### src/include/bc_flag_defines.svh
// What this block does
// - late or missing reply sets no-reply flag
// - low eight flags changed by host or sequencer
// - time compares also set or clear equal flag
// - time compares also set or clear below flag
// - flag writes and word reads share one address
// - read after write shows the updated flags
// - one write changes any mix of flags
// - low byte one sets flag unless paired
// - high byte one clears flag unless paired
// - both bytes one inverts the flag
// - both bytes zero leave flag alone
// - sequencer flag update uses same encoding
// - host flag writes ignored unless controller running
`ifndef BC_FLAG_DEFINES_SVH
`define BC_FLAG_DEFINES_SVH
`define CC_ADDR 16'h0037
`define MASTER_CFG_ADDR 16'h0000
`define CTRL_CFG_ADDR 16'h0032
`define RUN_ENABLE_BIT 12
`define TIMEOUT_SEL_MSB 15
`define TIMEOUT_SEL_LSB 14
`define NO_REPLY_BIT 8
`define CC_RESET 16'h0000
`define TIMEOUT0_US 8'h0f
`define TIMEOUT1_US 8'h14
`define TIMEOUT2_US 8'h3a
`define TIMEOUT3_US 8'h8a
`endif

### src/include/bc_flag_pkg.sv
package bc_flag_pkg;
  typedef enum logic [2:0] {
    flag_update_opcode = 3'h1,
    frame_time_compare_opcode = 3'h2,
    message_time_compare_opcode = 3'h4
  } seq_opcode_type;
endpackage

### src/hdl/bc_condition_flag_logic.sv
`timescale 1ns/1ps
`default_nettype none
`include "bc_flag_defines.svh"
module bc_condition_flag_logic (
  input wire logic clk,
  input wire logic arst_n,
  input wire logic ce,
  input wire logic controller_run_enable,
  input wire logic [15:0] reg_addr,
  input wire logic reg_wr_en,
  input wire logic reg_rd_en,
  input wire logic [15:0] reg_wdata,
  output logic [15:0] reg_rdata,
  input wire logic seq_valid,
  input wire bc_flag_pkg::seq_opcode_type seq_opcode,
  input wire logic [15:0] seq_operand,
  input wire logic [15:0] frame_time_count,
  input wire logic [15:0] message_time_count,
  input wire logic message_end,
  input wire logic reply_received,
  input wire logic [7:0] reply_delay_us,
  output logic [15:0] condition_code
);
  import bc_flag_pkg::*;

  logic rst_sync1;
  logic rst_n;
  logic run_pin;
  logic run_bit;
  logic [1:0] timeout_sel;
  logic next_run_bit;
  logic [1:0] next_timeout_sel;
  logic [15:0] next_condition_code;
  logic [15:0] next_reg_rdata;
  logic running;
  logic host_flag_write;
  logic [7:0] flag_set_byte;
  logic [7:0] flag_clear_byte;
  logic [7:0] gp_after_host;
  logic [15:0] compare_count;
  logic [7:0] timeout_us;

  // set, clear, toggle or keep per flag, shared by host and sequencer
  function automatic logic [7:0] apply_flags(input logic [7:0] old, input logic [15:0] op);
    logic [7:0] set_b;
    logic [7:0] clr_b;
    set_b = op[7:0];
    clr_b = op[15:8];
    apply_flags = ((old & ~clr_b) | set_b) ^ (set_b & clr_b & old);
  endfunction

  always_ff @(posedge clk or negedge arst_n) begin
    if (!arst_n) begin
      rst_sync1 <= 1'b0;
      rst_n <= 1'b0;
    end else begin
      rst_sync1 <= 1'b1;
      rst_n <= rst_sync1;
    end
  end

  pin_sync u_run_sync (
    .clk(clk),
    .rst_n(rst_n),
    .ce(ce),
    .pin(controller_run_enable),
    .level(run_pin)
  );

  assign running = run_pin & run_bit;
  assign flag_set_byte = reg_wdata[7:0];
  assign flag_clear_byte = reg_wdata[15:8];
  assign host_flag_write = reg_wr_en && (reg_addr == `CC_ADDR) && running;
  assign compare_count = (seq_opcode == frame_time_compare_opcode) ?
                         frame_time_count : message_time_count;

  always_comb begin
    timeout_us = `TIMEOUT0_US;
    if (timeout_sel == 2'h1) begin
      timeout_us = `TIMEOUT1_US;
    end else if (timeout_sel == 2'h2) begin
      timeout_us = `TIMEOUT2_US;
    end else if (timeout_sel == 2'h3) begin
      timeout_us = `TIMEOUT3_US;
    end
  end

  always_comb begin
    next_run_bit = run_bit;
    next_timeout_sel = timeout_sel;
    if (reg_wr_en && (reg_addr == `MASTER_CFG_ADDR)) begin
      next_run_bit = reg_wdata[`RUN_ENABLE_BIT];
    end else if (reg_wr_en && (reg_addr == `CTRL_CFG_ADDR)) begin
      next_timeout_sel = reg_wdata[`TIMEOUT_SEL_MSB:`TIMEOUT_SEL_LSB];
    end
  end

  // host change lands first, a same-cycle sequencer action then works on its result
  always_comb begin
    next_condition_code = condition_code;
    gp_after_host = condition_code[7:0];
    if (host_flag_write) begin
      gp_after_host = apply_flags(condition_code[7:0], reg_wdata);
    end
    next_condition_code[7:0] = gp_after_host;
    if (seq_valid) begin
      case (seq_opcode)
        flag_update_opcode: begin
          next_condition_code[7:0] = apply_flags(gp_after_host, seq_operand);
        end
        frame_time_compare_opcode, message_time_compare_opcode: begin
          next_condition_code[1] = (compare_count == seq_operand);
          next_condition_code[0] = (compare_count < seq_operand);
        end
        default: begin
          next_condition_code[7:0] = gp_after_host;
        end
      endcase
    end
    if (message_end) begin
      next_condition_code[`NO_REPLY_BIT] = !reply_received || (reply_delay_us > timeout_us);
    end
  end

  // condition code reads use the next word so a same-cycle write is already visible; config reads return the current register
  always_comb begin
    next_reg_rdata = 16'h0000;
    if (reg_rd_en && (reg_addr == `CC_ADDR)) begin
      next_reg_rdata = next_condition_code;
    end else if (reg_rd_en && (reg_addr == `MASTER_CFG_ADDR)) begin
      next_reg_rdata[`RUN_ENABLE_BIT] = run_bit;
    end else if (reg_rd_en && (reg_addr == `CTRL_CFG_ADDR)) begin
      next_reg_rdata[`TIMEOUT_SEL_MSB:`TIMEOUT_SEL_LSB] = timeout_sel;
    end
  end

  always_ff @(posedge clk or negedge rst_n) begin
    if (!rst_n) begin
      condition_code <= `CC_RESET;
      reg_rdata <= 16'h0000;
      run_bit <= 1'b0;
      timeout_sel <= 2'h0;
    end else if (ce) begin
      condition_code <= next_condition_code;
      reg_rdata <= next_reg_rdata;
      run_bit <= next_run_bit;
      timeout_sel <= next_timeout_sel;
    end
  end

  logic host_only;
  logic seq_flag_only;
  logic compare_go;
  assign host_only = ce && host_flag_write && !seq_valid;
  assign seq_flag_only = ce && seq_valid && (seq_opcode == flag_update_opcode) && !host_flag_write;
  // only the two compare codes act, a malformed opcode leaves the flags alone
  assign compare_go = ce && seq_valid && ((seq_opcode == frame_time_compare_opcode)
                      || (seq_opcode == message_time_compare_opcode));
endmodule
`default_nettype wire

### src/hdl/pin_sync.sv
`timescale 1ns/1ps
`default_nettype none
module pin_sync (
  input wire logic clk,
  input wire logic rst_n,
  input wire logic ce,
  input wire logic pin,
  output logic level
);
  logic s1;
  logic s2;
  logic s3;
  logic next_level;
  // s1 feeds only s2 so a metastable sample never reaches the decision
  always_comb begin
    next_level = level;
    if (s2 == s3) begin
      next_level = s3;
    end
  end
  always_ff @(posedge clk or negedge rst_n) begin
    if (!rst_n) begin
      s1 <= 1'b0;
      s2 <= 1'b0;
      s3 <= 1'b0;
      level <= 1'b0;
    end else if (ce) begin
      s1 <= pin;
      s2 <= s1;
      s3 <= s2;
      level <= next_level;
    end
  end
endmodule
`default_nettype wire

### config.mk
export PLATFORM = sky130hd
export DESIGN_NAME = bc_condition_flag_logic
export DESIGN_NICKNAME = d
export VERILOG_FILES = /design/src/include/bc_flag_pkg.sv /design/src/hdl/bc_condition_flag_logic.sv /design/src/hdl/pin_sync.sv
export VERILOG_INCLUDE_DIRS = /design/src /design/src/include
export SDC_FILE = /design/constraint.sdc
export NUM_CORES = 1
export LEC_CHECK = 0
export BUFFER_PORTS_ARGS = -buffer_cell sky130_fd_sc_hd__buf_4
export CAP_MARGIN = 40
export CORE_MARGIN = 2
export CORE_UTILIZATION = 47
export DETAILED_ROUTE_END_ITERATION = 6
export HOLD_SLACK_MARGIN = 0.15
export PLACE_DENSITY_LB_ADDON = 0.1
export SYNTH_ARGS = -nofsm -noshare
export SYNTH_HDL_FRONTEND = slang
export SYNTH_SLANG_ARGS = --single-unit
### constraint.sdc
create_clock -name clk -period 1.37 [get_ports clk]
set_clock_uncertainty 0.2 [all_clocks]
set_input_delay 0.274 -clock clk [delete_from_list [all_inputs] [get_ports clk]]
set_output_delay 0.274 -clock clk [all_outputs]
set_load 0.05 [all_outputs]
==> impl_metrics.env <==
export IMPL_synth_top_area_share_pct=27.0
export IMPL_rsz0062_at_grt="yes"
export IMPL_place_gp_congestion=0.820
export IMPL_die_area_sq_um=6550
export IMPL_cts_sinks=30
export IMPL_maxCapViolations=0
export IMPL_fin_crit_ps=2390
export IMPL_final_period_utilization_pct=175
export IMPL_h_tree_depth=2
export IMPL_fin_setup_tns_ps=-17670
export IMPL_overflow=0
export IMPL_wl_per_cell_um=17.4
export IMPL_area_growth_pct=79.9
export IMPL_violations="setup timing"
export IMPL_min_from="reg_wdata[10]"
export IMPL_synth_main_ff_cell="dfrtp_1"
export IMPL_slowest_stage="a211o_1"
export IMPL_row_count=28
export IMPL_yosysUniqueCellTypes=58
export IMPL_drive_above_1_share_pct=57.1
export IMPL_synthCells=313
export IMPL_start_util_pct=47.8
export IMPL_post_place_ws_ps=-1440
export IMPL_antenna_found_initial=0
export IMPL_grt_pass1_vias=3278
export IMPL_ff2ff_setup_slack_ps=-700
export IMPL_io_pins=132
export IMPL_syn_area_per_cell_sq_um=8.89
export IMPL_async_reset_ff_share_pct=100
export IMPL_insertion_delay_ps=290
export IMPL_fp_dieW_um=80.9
export IMPL_cts_buffers=5
export IMPL_yosys_area_top_type="dfrtp_1"
export IMPL_vias_per_cell=5.63
export IMPL_grt_max_degree=29
export IMPL_power_density_nw_per_um2=739
export IMPL_worstSetupPathType="in -> reg"
export IMPL_syn_area_sq_um=2780
export IMPL_ys_ff_latch=30
export IMPL_crit_top_cell="buf_12"
export IMPL_final_hold_viol_count=0
export IMPL_drtIter0Drc=115
export IMPL_crit_start="seq_opcode[2]"
export IMPL_cts_root_buf="clkbuf_8"
export IMPL_hp_class="in -> reg"
export IMPL_cp_data_required_time_ps=1380
export IMPL_ant_nets=0
export IMPL_reg2reg_from="timeout_sel[0]$_DFFE_PN0P_"
export IMPL_hpwl_um=7150
export IMPL_grt_pass1_wl_um=15000
export IMPL_antenna_diode_count=0
export IMPL_coreArea_sq_um=5820
export IMPL_max_freq_mhz=418
export IMPL_drc=0
export IMPL_first_pass_iters=5
export IMPL_end_kind="flop"
export IMPL_cp_data_arrival_time_ps=2400
export IMPL_synth_seq_area_share_pct=27.0
export IMPL_setup_violations_final=32
export IMPL_finalWorstSetupSlack_ps=-1020
export IMPL_grt_total_usage_pct=29.5
export IMPL_path_cells="buf_6, nor3b_4, buf_12, buf_12, mux2_4, ha_4, nor2b_1, o21a_1, o21ai_1, nand2b_1, a211o_1, a22oi_2"
export IMPL_synth_common_cells="dfrtp_1 (30), ha_1 (27), nand2_1 (27), inv_1 (25), mux2_2 (20)"
export IMPL_finalNetCount=639
export IMPL_irDropWorstVdd_uv=833
export IMPL_die_h_um=80.9
export IMPL_io_buffers=120
export IMPL_synthTopCellsByArea="dfrtp_1 (27%), ha_1 (12%), mux2_2 (8.1%)"
export IMPL_wirelength_um=10200
export IMPL_drv_slew=0
export IMPL_critical_path_max_fanout=8
export IMPL_cts_buffer_depth=2
export IMPL_yosys_warnings=0
export IMPL_holdWs_ps=158
export IMPL_status="finished with violations"
export IMPL_critical_path_max_stage_delay_ps=340
export IMPL_cts_tree="done"
export IMPL_synth_most_common_cell="dfrtp_1"
export IMPL_startpoint_type="input pin"
export IMPL_synth_edf_count=0
export IMPL_num_vias=3309
export IMPL_cellLeakagePower_nw=2.39
export IMPL_utilization_pct=86.1
export IMPL_clk_pin_slew_ps=70
## cell type report
cell class / count / area [sq um]
flip-flops and latches: 30 / 754
inverters: 26 / 103
well taps: 75 / 93.8
repair buffers: 203 / 1720
fillers: 321 / 811
clock buffers: 6 / 82.6
multi-input cells: 246 / 2240
clock inverters: 2 / 12.5
## worst paths after layout
path	cells after the start	to
setup / recovery	12	reg_rdata[0]$_DFFE_PN0P_
hold / removal	3	condition_code[2]$_DFFE_PN0P_
setup reg to reg	9	condition_code[8]$_DFFE_PN0P_
hold reg to reg	0	rst_n$_DFF_PN0_
max in group asynchronous	2	timeout_sel[0]$_DFFE_PN0P_
min in group asynchronous	2	u_run_sync.s3$_DFFE_PN0P_
## cell families (layout without fill, tap and decap cells)
group | after synthesis | in the layout | synth area share (%)
XOR/XNOR | 1 | 1 | 0.315
flip-flops | 30 | 30 | 27.0
multiplexers | 24 | 24 | 9.89
other | 2 | 12 | 0.270
AND/OR/NAND/NOR | 99 | 99 | 20.2
adder cells (fa/ha/maj) | 27 | 27 | 12.1
buffers and inverters | 47 | 237 | 8.95
AO/OA/AOI/OAI | 83 | 83 | 21.2
## cell usage in the layout (no fill, tap or decap), drive strengths merged, types with 4 or more instances in the layout
cell and n:
nor2b 6, dfrtp 30, o22ai 5, a221o 6, dlygate4sd3 9, a21o 5, a211oi 7, buf 194
nand4 5, nand4b 4, a22o 4, nor3 6, nand3 14, nand2 27, conb 12, nor2 9
a21oi 16, clkbuf 6, and2 4, mux2 22, o21ai 16, nor4 4, inv 25, ha 27
## routing by layer
metal | track usage (%) | vias up | routed length, um
li1 | - | 1538 | -
met5 | 0 | - | 0
met1 | 34.8 | 1582 | 3920
met2 | 53.0 | 159 | 5310
met3 | 5.67 | 30 | 706
met4 | 10.8 | 0 | 285
## where the power goes
| part | switching, W | internal (W) | total, W |
|---|---|---|---|
| Clock | 0.000355 | 0.000403 | 0.000759 |
| Sequential | 0.0000905 | 0.000979 | 0.00107 |
| Combinational | 0.000894 | 0.000978 | 0.00187 |
## through the flow
stage / instance area [sq um] / total power, W / std cells
6_report: 5000 / 0.00370 / 588
5_1_grt: 5000 / 0.00385 / 588
4_1_cts: 4840 / 0.00361 / 586
3_5_place_dp: 4350 / 0.00261 / 562
3_3_place_gp: 4350 / 0.00256 / 562
2_1_floorplan: 2980 / 0.00190 / 323
## sequential cells by signal, summed over array words and instances (netlist names)
register,count
run_bit,1
u_run_sync.s3,1
reg_rdata,12
rst_sync1,1
condition_code,9
timeout_sel,2
rst_n,1
u_run_sync.s1,1
u_run_sync.s2,1
u_run_sync.level,1
## repair_timing
| item | in CTS | in global routing |
|---|---|---|
| hold buffers | 9 | 0 |
| resized for setup | 54 | 30 |
| buffers inserted | 7 | 3 |
| endpoints found under the hold margin | 37 | 0 |
| setup endpoints to repair | 33 | 38 |
| pin swaps | 30 | 20 |
| cloned | 0 | 0 |
## critical path: cells and delay by family
| family | cells | cell delay (ps) |
|---|---|---|
| buffers and inverters | 3 | 370 |
| multiplexers | 1 | 310 |
| AO/OA/AOI/OAI | 4 | 780 |
| AND/OR/NAND/NOR | 3 | 440 |
| adder cells (fa/ha/maj) | 1 | 210 |
Note: power is estimated with default switching activity, not from simulation.
